==> src/core/lvr_pkg.sv <==
// Package of offsets, field positions, codes and counts for the low-voltage reset control
package lvr_pkg;

  // Register offsets
  localparam logic [7:0] PROGRAM_FLAG_STATUS_OFF = 8'h86;
  localparam logic [7:0] EVENT_STATUS_OFF        = 8'h90;
  localparam logic [7:0] EVENT_MASK_OFF          = 8'h91;

  // Field positions in program_flag_status
  localparam int CAUSE_MSB     = 7;
  localparam int CAUSE_LSB     = 6;
  localparam int UPPER_FLAG_BIT = 5;
  localparam int LOWER_FLAG_BIT = 4;
  localparam int ALU_MSB        = 2;

  // Reset cause codes (timeout bit, power-down bit)
  localparam logic [1:0] CAUSE_WATCHDOG = 2'h0;
  localparam logic [1:0] CAUSE_POWER    = 2'h2;
  localparam logic [1:0] CAUSE_EXTERNAL = 2'h3;

  // Detector build options
  typedef enum logic [1:0] {
    detector_option_lowest  = 2'h0,
    detector_option_medium  = 2'h1,
    detector_option_high    = 2'h2,
    detector_option_maximum = 2'h3
  } detector_option_e;

  // Event bits of the event status register
  localparam int EVT_W         = 4;
  localparam int EVT_LVD_RESET = 0;
  localparam int EVT_WDT_RESET = 1;
  localparam int EVT_EXT_RESET = 2;
  localparam int EVT_LOW_SUPPLY = 3;

  // Reset values
  localparam logic [2:0]       ALU_RST  = 3'h0;
  localparam logic [EVT_W-1:0] MASK_RST = 4'h0;

  // Sense inputs: {pin_n, below_36, below_24, below_20}
  localparam int         SENSE_W   = 4;
  localparam logic [3:0] SENSE_RST = 4'h7;  // Pin low, supply low: safest guess

  // Oscillator warm-up length in system clocks
  localparam int WARM_CYCLES = 64;

endpackage : lvr_pkg

==> src/core/sense_if.sv <==
// Interface carrying raw and synchronised sense inputs
`timescale 1ns/1ps
`default_nettype none
interface sense_if #(parameter int W = 4);
  logic [W-1:0] raw;
  logic [W-1:0] synced;
  modport ctrl (output raw, input synced);
  modport sync (input raw, output synced);
endinterface : sense_if
`default_nettype wire

==> src/core/sense_sync.sv <==
// Two-flop synchroniser for the pin and comparator inputs
`timescale 1ns/1ps
`default_nettype none
module sense_sync
  import lvr_pkg::*;
#(
  parameter int              W       = SENSE_W,
  parameter logic [W-1:0]    RST_VAL = SENSE_RST
) (
  // Clock and reset
  input  wire logic core_clk_i,
  input  wire logic rst_i,
  // Sense bundle
  sense_if.sync     sense
);

  logic [W-1:0] meta_ff;
  logic [W-1:0] sync_ff;

  // First stage feeds only the second
  always_ff @(posedge core_clk_i or posedge rst_i) begin
    if (rst_i) begin
      meta_ff <= RST_VAL;
      sync_ff <= RST_VAL;
    end else begin
      meta_ff <= sense.raw;
      sync_ff <= meta_ff;
    end
  end

  assign sense.synced = sync_ff;

endmodule : sense_sync
`default_nettype wire

==> src/core/low_voltage_reset_control.sv <==
// Reset sequencer with low-voltage detector options, flags and cause register
// Functional notes
// - Lowest threshold resets under every option
// - Lowest option: reset below 2.0V, no flags
// - Medium option: 2.0V reset, lower flag only
// - High option: 2.4V reset, upper flag only
// - Maximum option: 3.6V reset, no flags
// - Flags cleared after detector reset
// - Flags read-only bits 5 and 4
// - Enabled reset pin is active low
// - Pin honoured at power-up and running
// - Wait pin, initialise, warm up, start zero
// - Watchdog overflow starts full reset sequence
// - Stay in reset while supply too low
// - Cause code in bits 7 and 6
// - Pin as plain input when option off
`timescale 1ns/1ps
`default_nettype none
module low_voltage_reset_control
  import lvr_pkg::*;
#(
  parameter int WARM_CYCLES_P = WARM_CYCLES
) (
  // Clock and power-on reset
  input  wire logic       core_clk_i,
  input  wire logic       rst_i,
  // Build options
  input  wire logic [1:0] detector_option_i,
  input  wire logic       ext_reset_enable_i,
  // Pin and analog comparator outputs, asynchronous
  input  wire logic       reset_pin_n_i,
  input  wire logic       below_20_i,
  input  wire logic       below_24_i,
  input  wire logic       below_36_i,
  // Watchdog overflow, one-cycle pulse
  input  wire logic       wdt_overflow_i,
  // Register port
  input  wire logic [7:0] reg_addr_i,
  input  wire logic [7:0] reg_wdata_i,
  input  wire logic       reg_wr_i,
  input  wire logic       reg_rd_i,
  output logic      [7:0] reg_rdata_o,
  // System side
  output logic            sys_reset_o,
  output logic            exec_start_o,
  output logic            port_in_o,
  output logic            low_supply_lower_flag_o,
  output logic            low_supply_upper_flag_o,
  output logic            irq_o
);

  localparam int WARM_W = $clog2(WARM_CYCLES_P + 1);
  localparam logic [WARM_W-1:0] WARM_LAST = WARM_W'(WARM_CYCLES_P - 1);

  // Elaboration check on the warm-up count
  if (WARM_CYCLES_P < 1) begin : g_bad_warm
    $error("WARM_CYCLES_P must be at least 1");
  end

  typedef enum logic [3:0] {
    ST_HOLD = 4'h1,
    ST_INIT = 4'h2,
    ST_WARM = 4'h4,
    ST_RUN  = 4'h8
  } seq_state_e;

  typedef struct packed {
    seq_state_e        state;
    logic [1:0]        cause;
    logic [2:0]        alu;
    logic              flag_lo;
    logic              flag_hi;
    logic [WARM_W-1:0] warm;
    logic [EVT_W-1:0]  evt;
    logic [EVT_W-1:0]  mask;
    logic [7:0]        rdata;
    logic              start;
  } lvr_state_s;

  lvr_state_s state_ff;
  lvr_state_s nxt_state;

  function automatic logic hit(input logic [7:0] addr, input logic [7:0] off);
    return addr == off;
  endfunction

  ////////////////////////////////////////////////////////////////////////////
  // Input synchronisation
  sense_if #(.W(SENSE_W)) sense ();
  assign sense.raw = {reset_pin_n_i, below_36_i, below_24_i, below_20_i};

  sense_sync #(
    .W       (SENSE_W),
    .RST_VAL (SENSE_RST)
  ) u_sync (
    .core_clk_i (core_clk_i),
    .rst_i      (rst_i),
    .sense      (sense)
  );

  logic pin_n_s;
  logic b20_s;
  logic b24_s;
  logic b36_s;
  assign {pin_n_s, b36_s, b24_s, b20_s} = sense.synced;

  ////////////////////////////////////////////////////////////////////////////
  // Reset causes
  logic lvd_now;
  logic ext_now;
  logic opt_med;
  logic opt_high;
  logic opt_max;
  assign opt_med  = detector_option_i == detector_option_medium;
  assign opt_high = detector_option_i == detector_option_high;
  assign opt_max  = detector_option_i == detector_option_maximum;

  // 2.0V level is always armed; higher levels added by option
  assign lvd_now = b20_s
                 | ((opt_high | opt_max) & b24_s)
                 | (opt_max & b36_s);
  assign ext_now = ext_reset_enable_i & ~pin_n_s;

  ////////////////////////////////////////////////////////////////////////////
  // Next-state logic
  always_comb begin
    logic flo;
    logic fhi;
    logic [EVT_W-1:0] set_evt;
    flo       = 1'b0;
    fhi       = 1'b0;
    set_evt   = '0;
    nxt_state = state_ff;
    nxt_state.start = 1'b0;
    nxt_state.rdata = 8'h00;

    unique case (state_ff.state)
      ST_HOLD: begin
        // Leave only once supply and pin are both good
        if (!lvd_now && !ext_now) begin
          nxt_state.state = ST_INIT;
        end
      end
      ST_INIT: begin
        nxt_state.alu   = ALU_RST;
        nxt_state.warm  = '0;
        nxt_state.state = ST_WARM;
      end
      ST_WARM: begin
        nxt_state.warm = state_ff.warm + WARM_W'(1);
        if (state_ff.warm == WARM_LAST) begin
          nxt_state.state = ST_RUN;
          nxt_state.start = 1'b1;
        end
      end
      ST_RUN: begin
        // Supply beats pin beats watchdog when they coincide
        if (lvd_now) begin
          nxt_state.state = ST_HOLD;
          nxt_state.cause = CAUSE_POWER;
          set_evt[EVT_LVD_RESET] = 1'b1;
        end else if (ext_now) begin
          nxt_state.state = ST_HOLD;
          nxt_state.cause = CAUSE_EXTERNAL;
          set_evt[EVT_EXT_RESET] = 1'b1;
        end else if (wdt_overflow_i) begin
          nxt_state.state = ST_HOLD;
          nxt_state.cause = CAUSE_WATCHDOG;
          set_evt[EVT_WDT_RESET] = 1'b1;
        end else begin
          flo = (opt_med | opt_high) & b24_s;
          fhi = opt_high & b36_s;
        end
      end
    endcase

    // Flags live only while running, so any reset clears them
    nxt_state.flag_lo = flo;
    nxt_state.flag_hi = fhi;
    set_evt[EVT_LOW_SUPPLY] = flo & ~state_ff.flag_lo;

    // Software writes; flag bits are not writable
    if (reg_wr_i && state_ff.state == ST_RUN) begin
      if (hit(reg_addr_i, PROGRAM_FLAG_STATUS_OFF)) begin
        nxt_state.cause = reg_wdata_i[CAUSE_MSB:CAUSE_LSB];
        nxt_state.alu   = reg_wdata_i[ALU_MSB:0];
      end
      if (hit(reg_addr_i, EVENT_MASK_OFF)) begin
        nxt_state.mask = reg_wdata_i[EVT_W-1:0];
      end
    end

    // Reads answer next cycle; event status read clears, new events win
    if (reg_rd_i) begin
      if (hit(reg_addr_i, PROGRAM_FLAG_STATUS_OFF)) begin
        nxt_state.rdata = {state_ff.cause, state_ff.flag_hi, state_ff.flag_lo,
                           1'b0, state_ff.alu};
      end else if (hit(reg_addr_i, EVENT_STATUS_OFF)) begin
        nxt_state.rdata = {{(8-EVT_W){1'b0}}, state_ff.evt};
        nxt_state.evt   = '0;
      end else if (hit(reg_addr_i, EVENT_MASK_OFF)) begin
        nxt_state.rdata = {{(8-EVT_W){1'b0}}, state_ff.mask};
      end
    end
    nxt_state.evt = nxt_state.evt | set_evt;
  end

  ////////////////////////////////////////////////////////////////////////////
  // State register; power-on reset records the power cause
  always_ff @(posedge core_clk_i or posedge rst_i) begin
    if (rst_i) begin
      state_ff <= '{state: ST_HOLD, cause: CAUSE_POWER, alu: ALU_RST, flag_lo: 1'b0,
                    flag_hi: 1'b0, warm: '0, evt: '0, mask: MASK_RST, rdata: 8'h00,
                    start: 1'b0};
    end else begin
      state_ff <= nxt_state;
    end
  end

  ////////////////////////////////////////////////////////////////////////////
  // Outputs; system reset rises straight from the power-on input
  assign sys_reset_o             = rst_i | (state_ff.state != ST_RUN);
  assign exec_start_o            = state_ff.start;
  assign port_in_o               = ~ext_reset_enable_i & pin_n_s;
  assign low_supply_lower_flag_o = state_ff.flag_lo;
  assign low_supply_upper_flag_o = state_ff.flag_hi;
  assign reg_rdata_o             = state_ff.rdata;
  assign irq_o                   = |(state_ff.evt & state_ff.mask);
endmodule : low_voltage_reset_control
`default_nettype wire

==> config.mk <==
export PLATFORM = sky130hd
export DESIGN_NAME = low_voltage_reset_control
export DESIGN_NICKNAME = d
export VERILOG_FILES = /design/src/core/lvr_pkg.sv /design/src/core/sense_if.sv /design/src/core/sense_sync.sv /design/src/core/low_voltage_reset_control.sv
export SDC_FILE = /design/constraint.sdc
export NUM_CORES = 1
export LEC_CHECK = 0
export ABC_CLOCK_PERIOD_IN_PS = 2400
export BUFFER_PORTS_ARGS = -buffer_cell sky130_fd_sc_hd__buf_4
export CAP_MARGIN = 20
export CORE_MARGIN = 2
export CORE_UTILIZATION = 53
export CTS_CLUSTER_SIZE = 20
export DETAILED_ROUTE_END_ITERATION = 16
export PLACE_DENSITY = 0.8
export SLEW_MARGIN = 20
export SYNTH_ARGS = -nofsm -noshare
export SYNTH_HDL_FRONTEND = slang
export SYNTH_SLANG_ARGS = --single-unit
==> constraint.sdc <==
create_clock -name core_clk_i -period 2.4 [get_ports core_clk_i]
set_input_delay 0.36 -clock core_clk_i [delete_from_list [all_inputs] [get_ports core_clk_i]]
set_output_delay 0.36 -clock core_clk_i [all_outputs]
set_load 0.02 [all_outputs]
======== Word level (Yosys, flattened, before mapping) ========
Index checks and enable logic that the tools add are counted.
storage, ports and cells
  input port bits ......................... 28
  output and inout port bits .............. 14
  memories ................................ 0
  memory bits (read-only) ................. 0
  word-level logic and storage cells ...... 87
  latch bits .............................. 0
  RAM bits ................................ 0
  bits in registers ....................... 43
operators by class
  eq/ne operators ......................... 15
  add/subtract/negate cells ............... 1
  div/mod/pow operators ................... 0
  reductions and logical operators ........ 8
  multiplexer cells ....................... 34
  shift operators ......................... 0
  multipliers ............................. 0
  magnitude comparators ................... 0
  bitwise logic cells ..................... 17
operators by type and width
  kind                                           number
  2-to-1 mux 4 bit                               7
  == test 8 bit, second input constant           3
  2-to-1 mux 6 bit                               3
  2-to-1 mux 8 bit                               2
  one-hot mux 4 bit (4 select lines)             1
  2-to-1 mux 1 bit                               14
  one-hot mux 7 bit (2 select lines)             1
  2-to-1 mux 5 bit                               2
  != test 4 bit, second input constant           2
  adder 7 x 1 -> 7 bit, second input constant    1
  bitwise AND 1 bit                              7
  == test 7 x 6 -> 1 bit, second input constant  1
  2-to-1 mux 3 bit                               2
  OR 1 bit                                       5
  bitwise AND 4 bit                              1
  == test 2 bit, second input constant           2
  == test 4 x 1 -> 1 bit, second input constant  1
  == test 4 x 2 -> 1 bit, second input constant  1
  == test 4 x 3 -> 1 bit, second input constant  1
  == test 4 bit, second input constant           1
  2-to-1 mux 2 bit                               2
  != test 2 bit, second input constant           2
  OR 4 bit                                       1
  OR reduction 4 bit                             1
  7 further kinds                                11

======== Longest topological paths before layout ========
Gate-level depths: netlist of run 1.
  depth in word-level cells ............... 9
  gate-level depth with buffers ........... 6
  gate-level depth less buffers ........... 6

======== Hierarchy ========
From an unflattened synthesis of run 1, not the netlist that was laid out.
unflattened totals
  cells, all modules ...................... 169
  area total of the unflattened synthesis .. 1945.6 um^2
modules (own cells, without submodules)
  module                     area each (um^2)  cells an instance  seq. area each (um^2)  instances
  low_voltage_reset_control  1734.2            160                878.3                  1
  sense_sync                 211.5             9                  207.7                  1

======== Worst setup path after synthesis of run 1 ========
OpenSTA, ideal clock, no wires.
  kind .................................... input -> output
  start point ............................. input port rst_i
  end point ............................... output port sys_reset_o
  slack ................................... 0.410 ns
  buffers on the path ..................... 0
  arrival ................................. 1.630 ns
  stages .................................. 2
  data required time ...................... 2.040 ns
  cell sequence ........................... inv_1 > nand2_1
between the ends
  cells in the longest elaborated chain, start to end .. 1
ends and longest elaborated chain
  what         line                              source
  from (decl)  low_voltage_reset_control.sv:26   input wire logic rst_i,
  OR 1 bit     low_voltage_reset_control.sv:222  assign sys_reset_o = rst_i | (state_ff.state != ST_RUN);
  to (decl)    low_voltage_reset_control.sv:44   output logic sys_reset_o,
Every way passes these cells.

======== Worst setup path after layout of run 1 ========
  start point ............................. register state_ff[32] (netlist bit)
  end point ............................... register state_ff[10] (netlist bit)
between the ends
  cells in the longest elaborated chain, start to end .. 3
ends and longest elaborated chain
  what                                  line                              source
  from (decl)                           low_voltage_reset_control.sv:80   lvr_state_s state_ff;
  from (signal assigned)                low_voltage_reset_control.sv:212  state_ff <= '{state: ST_HOLD, cause: CAUSE_POWER, alu: ALU_RST, flag_lo: 1'b0,
  from (signal assigned)                low_voltage_reset_control.sv:216  state_ff <= nxt_state;
  == test 4 bit                         low_voltage_reset_control.sv:183  if (reg_wr_i && state_ff.state == ST_RUN) begin
  logical AND 1 bit                     low_voltage_reset_control.sv:183
  AND reduction 2 bit (no source line)  -
Every way passes these cells.
A chain may end at the register's enable or synchronous reset.

==> results of run 1 <==
-- area by class of cell --
class / count / area, um2 / area share
multi-input cells: 107 / 734 / 0.323
clock buffers: 6 / 41.3 / 0.0182
inverters: 5 / 18.8 / 0.00826
well taps: 46 / 57.6 / 0.0253
clock inverters: 2 / 12.5 / 0.00550
repair buffers: 43 / 323 / 0.142
flip-flops and latches: 43 / 1090 / 0.478
-- worst paths after layout --
kind                                   startpoint                       to  slack [ns]
worst max-delay path                 state_ff[32]             state_ff[10]        0.35
worst min-delay path                   below_36_i        u_sync.meta_ff[2]        0.10
worst max register to register       state_ff[32]             state_ff[10]        0.35
worst min register to register  u_sync.meta_ff[3]   u_sync.sense.synced[3]        0.36
max in group asynchronous                   rst_i   u_sync.sense.synced[1]        1.88
min in group asynchronous                   rst_i  low_supply_lower_flag_o        0.16
-- sequential cells by signal, indices dropped and copies added, names as in the netlist --
| register | flops |
|---|---|
| exec_start_o | 1 |
| reg_rdata_o | 8 |
| u_sync.sense.synced | 4 |
| state_ff | 24 |
| u_sync.meta_ff | 4 |
| low_supply_lower_flag_o | 1 |
| low_supply_upper_flag_o | 1 |
-- layer usage --
| layer | share of wire | track usage | up-vias |
|---|---|---|---|
| li1 | - | - | 664 |
| met1 | 0.43 | 0.247 | 664 |
| met2 | 0.50 | 0.358 | 37 |
| met3 | 0.048 | 0.0546 | 6 |
| met4 | 0.012 | 0.0638 | 0 |
| met5 | 0 | 0 | - |
-- logic make-up (layout without fill, tap and decap cells) --
family          after synthesis  in the layout  synth area share
flops                        43             43             0.567
compound gates               37             37             0.132
buf+inv                      17             56            0.0496
xor+xnor                      1              1           0.00457
simple gates                 57             57             0.175
fa+ha+maj                     3              3            0.0196
mux                           9              9            0.0523
-- synthesized netlist by cell type --
cell type and number:
dfstp_2 8, a21o_1 2, o41ai_2 1, nor3_1 3, a211oi_1 1, nor3_2 1, a22oi_1 2, nor2b_1 3
or4b_1 1, xnor2_1 1, mux2i_1 4, o21a_1 1, dfrtp_1 35, mux2_4 1, nand3_1 1, or4b_2 3
nand4_1 3, a31oi_1 1, clkbuf_1 2, and2_1 5, o21bai_1 1, nand4bb_1 1, o211ai_1 1, o2bb2ai_1 4
or2_2 1, nor4_4 1, and3_1 1, a22o_1 3, a21oi_1 3, nand4b_1 1, mux2_2 4, ha_1 3
buf_2 1, nor2_1 10, o31ai_1 2, a221oi_1 1, buf_1 1, nor4b_1 3, o21ai_0 14, nand2_1 18
buf_4 8, inv_1 5, or4_4 1
-- stage by stage --
stage               std cells  utilization  hold slack [ns]
finish                    252        0.666            0.102
global route              252        0.666           0.0716
CTS                       252        0.666           0.0966
detailed placement        244        0.650            0.335
global placement          244        0.650            0.335
floorplan                 167            -            0.331
-- worst register-to-register path, cell delays in order (launching register included) --
cell     delay (ns)
dfrtp_1        0.47
or4b_1         0.67
nor3_2         0.41
mux2_2         0.39
-- where the power goes --
part           total (W)  internal [W]  switching [W]  leakage [nW]
clock           0.000341      0.000113       0.000228        0.0282
combinational   0.000289      0.000137       0.000153         0.501
sequential      0.000835      0.000778      0.0000574         0.552
==> results.md, run 1 <==
* Synth Instances at 167
* Worst slew pin tran at 0.529 ns
* PortBufs at 39
* Chip width at 64.1 um
* Total track usage at 0.205
* Worst-path clk slew at 0.12 ns
* Fmax at 0.488 GHz
* Worst Clk Skew at 0.0102 ns
* Via-to-Cell Ratio at 5.44
* Outcome: completed
* Vias in the first global route at 1436
* Final Cycle Share at 0.853
* First-pass GRT wire length at 6.38 mm
* Area Overhead vs Synth at 18.7%
* PostCTS Resize Cnt at 0
* Fin. Hold Viols at 0
* Final setup viols at 0
* Power Total at 0.00147 W
* Final Cell Area at 2270 um2
* Num CTS Buffers at 5
* Worst path depth at 3
* WL final at 3.69 mm
* Final RePlAce weighted congestion at 0.841
* Commonest non-fill, non-tap cell in the layout: buf_4
* Overflow after GRT at 0
* Leak at 1.08 nW
* Initial antenna violation count at 0
* Syn_nets at 198
* Slew Limit Fails at 0
* Hold-fix buffers, CTS at 0
* Die ar. at 4110 um2
* Total number of vias at 1371
* DRC at 0
* Initial Util at 0.561
* Max-Cap Viols at 0
* Post-DRT Antenna Nets at 0
* Relative slew slack at 0.647
* CTS tree: built
* Slowest cell on crit path: or4b_1
* Largest net degree at the start of global routing at 44
* Starting DRT DRC Count at 38
* Share of layout cells above drive strength 1 at 0.345
* P per Cell Area at 645 nW/um2
* Worst Setup Slack, final at 0.352 ns
* Sequential fraction of the synthesis area at 0.567
* Hold/Removal Path Class: input pin to flop
* Delay-heaviest family, CP: simple AND/OR/NAND/NOR gates
* VDD IR max at 516 uV
* Layout filler cell count at 284
* CTS sink cnt at 43
* CP Class: flop to flop
* Crit path DAT at 2.29 ns
* H-tree depth at 2
* Cell taking the most area after synthesis: dfrtp_1
* Drt wl/cell at 14.6 um
* # IOs at 42
* R2R depth at 3
* Final nets at 236
* Most frequent cells in the layout: buf_4 (43), dfrtp_1 (35), nand2_1 (18), o21ai_0 (14), nor2_1 (10)
* Synth cell types at 43
* Placement Cell Area at 2220 um2
* Rows at 21
* Clock tree root driver cell: clkbuf_4
* Bufs and invs on worst path at 0
* Post-synthesis cell area at 1920 um2
* Fin crit period at 2.05 ns
* Largest cells by area after synthesis: dfrtp_1 (46%), dfstp_2 (11%), o21ai_0 (3.7%)
* Die height at 64.1 um
* Hold Path Cell Cnt at 1
* First-pass DRT Iterations at 4
* Crit path largest cell delay at 0.67 ns
* CP endpoint kind: flop
* Worst skew pair latency at 0.35 ns
* DP Worst Slack at 0.308 ns
* Inserted Diodes at 0
* RSZ-0062 raised after global routing: false
* DPL Wire Length at 2.69 mm
* Seq cells post-synth at 43
* Setup TNS at 0 ns
* Post-CTS setup buffer count at 0
* Synth top area share at 0.457
* Max Root-Sink Buffers at 2
* Syn avg cell area at 11.5 um2
* Core ar. at 3420 um2
* Required time of the critical path at 2.64 ns
* CP startpoint kind: flop
* CP Max Fanout at 8
* Crit-path cells: or4b_1 -> nor3_2 -> mux2_2
* Yosys warns at 0
Power figures use the tool's default switching activity.
==> run 2: changes to the inputs <==
--- a/config.mk
+++ b/config.mk
@@ -9,10 +9,10 @@
 export BUFFER_PORTS_ARGS = -buffer_cell sky130_fd_sc_hd__buf_4
 export CAP_MARGIN = 20
 export CORE_MARGIN = 2
-export CORE_UTILIZATION = 53
+export CORE_UTILIZATION = 30
 export CTS_CLUSTER_SIZE = 20
 export DETAILED_ROUTE_END_ITERATION = 16
-export PLACE_DENSITY = 0.8
+export PLACE_DENSITY = 0.51
 export SLEW_MARGIN = 20
 export SYNTH_ARGS = -nofsm -noshare
 export SYNTH_HDL_FRONTEND = slang
==> results.md, run 2 (synthesis results as in run 1) <==
* Outcome: completed (unchanged)
* Slew Limit Fails at 0 (unchanged)
* Busiest layer in global routing: met2 (unchanged)
* Hold-fix buffers, CTS at 0 (unchanged)
* Largest net degree at the start of global routing at 44 (unchanged)
* Slowest cell on crit path: or4b_1 (unchanged)
* Die height at 83.9 um (was 64.1 um)
* RSZ-0062 raised after global routing: false (unchanged)
* CP Max Fanout at 8 (unchanged)
* Num CTS Buffers at 5 (unchanged)
* Crit-path cells: or4b_1 -> nor3_2 -> mux2_2 (unchanged)
* WL final at 3.71 mm (was 3.69 mm)
* First-pass GRT wire length at 6.42 mm (was 6.38 mm)
* # IOs at 42 (unchanged)
* Relative slew slack at 0.636 (was 0.647)
* PortBufs at 39 (unchanged)
* Flip-flop count of the largest register after layout at 24 (unchanged)
* PostCTS Resize Cnt at 0 (unchanged)
* Final Cycle Share at 0.866 (was 0.853)
* Worst Clk Skew at 0.0127 ns (was 0.0102 ns)
* Worst-path clk slew at 0.09 ns (was 0.12 ns)
* CTS sink cnt at 43 (unchanged)
* First-pass DRT Iterations at 2 (was 4)
* Vias in the first global route at 1359 (was 1436)
* Clock tree root driver cell: clkbuf_8 (was clkbuf_4)
* Die ar. at 7040 um2 (was 4110 um2)
* Total number of vias at 1358 (was 1371)
* Drt wl/cell at 13.1 um (was 14.6 um)
* Final RePlAce weighted congestion at 0.662 (was 0.841)
* Fin crit period at 2.08 ns (was 2.05 ns)
* Delay-heaviest family, CP: simple AND/OR/NAND/NOR gates (unchanged)
* Final Cell Area at 2380 um2 (was 2270 um2)
* VDD IR max at 294 uV (was 516 uV)
* CP startpoint kind: flop (unchanged)
* Required time of the critical path at 2.59 ns (was 2.64 ns)
* M3 GR Usage at 0.0406 (was 0.0546)
* P per Cell Area at 705 nW/um2 (was 645 nW/um2)
* H-tree depth at 2 (unchanged)
* Hold/Removal Path Class: input pin to flop (unchanged)
* Core ar. at 6280 um2 (was 3420 um2)
* Max Root-Sink Buffers at 2 (unchanged)
* Chip width at 83.9 um (was 64.1 um)
* Most flop-heavy register: state_ff (unchanged)
* Leak at 1.11 nW (was 1.08 nW)
* Fmax at 0.481 GHz (was 0.488 GHz)
* GR met2 Demand/Resource at 0.182 (was 0.358)
* Via-to-Cell Ratio at 4.78 (was 5.44)
* Final setup viols at 0 (unchanged)
* Commonest non-fill, non-tap cell in the layout: buf_4 (unchanged)
* Post-CTS setup buffer count at 0 (unchanged)
* Post-DRT Antenna Nets at 0 (unchanged)
* Initial antenna violation count at 0 (unchanged)
* CP endpoint kind: flop (unchanged)
* Initial Util at 0.305 (was 0.561)
* Power Total at 0.00168 W (was 0.00147 W)
* Met1 Resource Use GR at 0.146 (was 0.247)
* Crit path DAT at 2.27 ns (was 2.29 ns)
* Starting DRT DRC Count at 53 (was 38)
* Layout filler cell count at 628 (was 284)
* Area Overhead vs Synth at 24.2% (was 18.7%)
* Inserted Diodes at 0 (unchanged)
* Share of layout cells above drive strength 1 at 0.353 (was 0.345)
* Setup TNS at 0 ns (unchanged)
* Bufs and invs on worst path at 0 (unchanged)
* Max-Cap Viols at 0 (unchanged)
* Fin. Hold Viols at 0 (unchanged)
* Overflow after GRT at 0 (unchanged)
* Rows at 29 (was 21)
* Worst slew pin tran at 0.547 ns (was 0.529 ns)
* Worst skew pair latency at 0.30 ns (was 0.35 ns)
* Final nets at 237 (was 236)
* Placement Cell Area at 2270 um2 (was 2220 um2)
* DRC at 0 (unchanged)
* CP Class: flop to flop (unchanged)
* Most frequent cells in the layout: buf_4 (44), dfrtp_1 (35), nand2_1 (18), o21ai_0 (14), nor2_1 (10) (was buf_4 (43), dfrtp_1 (35), nand2_1 (18), o21ai_0 (14), nor2_1 (10))
* Total track usage at 0.115 (was 0.205)
* Crit path largest cell delay at 0.70 ns (was 0.67 ns)
* DPL Wire Length at 2.73 mm (was 2.69 mm)
* CTS tree: built (unchanged)
==> run 2: cell types whose count changed in the layout (fill, tap and decap cells not counted), sizes merged <==
cell,before,now
clkinv,1,3
buf,43,44
bufinv,0,1
clkbuf,6,5
clkinvlp,1,0
inv,5,4
==> run 2: per-stage QoR <==
step	instances	setup slack (ns)	hold slack, ns	util
floorplan	167	0.410	0.331	-
global placement	276	0.312	0.346	0.361
detailed placement	276	0.300	0.347	0.361
CTS	284	0.333	0.147	0.379
global route	284	0.231	0.138	0.379
finish	284	0.321	0.158	0.379
==> run 2: layout make-up <==
type | count | area [um2] | area share
clock inverters | 3 | 43.8 | 0.0184
repair buffers | 44 | 330 | 0.139
multi-input cells | 107 | 734 | 0.309
flip-flops and latches | 43 | 1090 | 0.457
inverters | 5 | 18.8 | 0.00789
clock buffers | 5 | 68.8 | 0.0289
well taps | 77 | 96.3 | 0.0405
==> run 2: path summary, 6_finish.rpt <==
check	from	slack (ns)	cells after the start	end
worst min-delay path	below_24_i	0.16	1	u_sync.meta_ff[1]
worst max-delay path	state_ff[32]	0.32	3	state_ff[11]
worst max register to register	state_ff[32]	0.32	3	state_ff[11]
max in group asynchronous	rst_i	1.80	3	state_ff[31]
worst min register to register	u_sync.meta_ff[0]	0.35	0	u_sync.sense.synced[0]
min in group asynchronous	rst_i	0.22	3	low_supply_lower_flag_o
==> run 2: routing by layer <==
metal,wire (um),vias to the layer above
met5,0,-
met4,63,0
met3,169,8
met2,1760,22
met1,1720,657
li1,-,671
==> run 2: power by group <==
part	internal [W]	switching [W]	total (W)
Clock	0.000310	0.000252	0.000562
Sequential	0.000778	0.0000553	0.000833
Combinational	0.000137	0.000145	0.000281
Total	0.00122	0.000452	0.00168
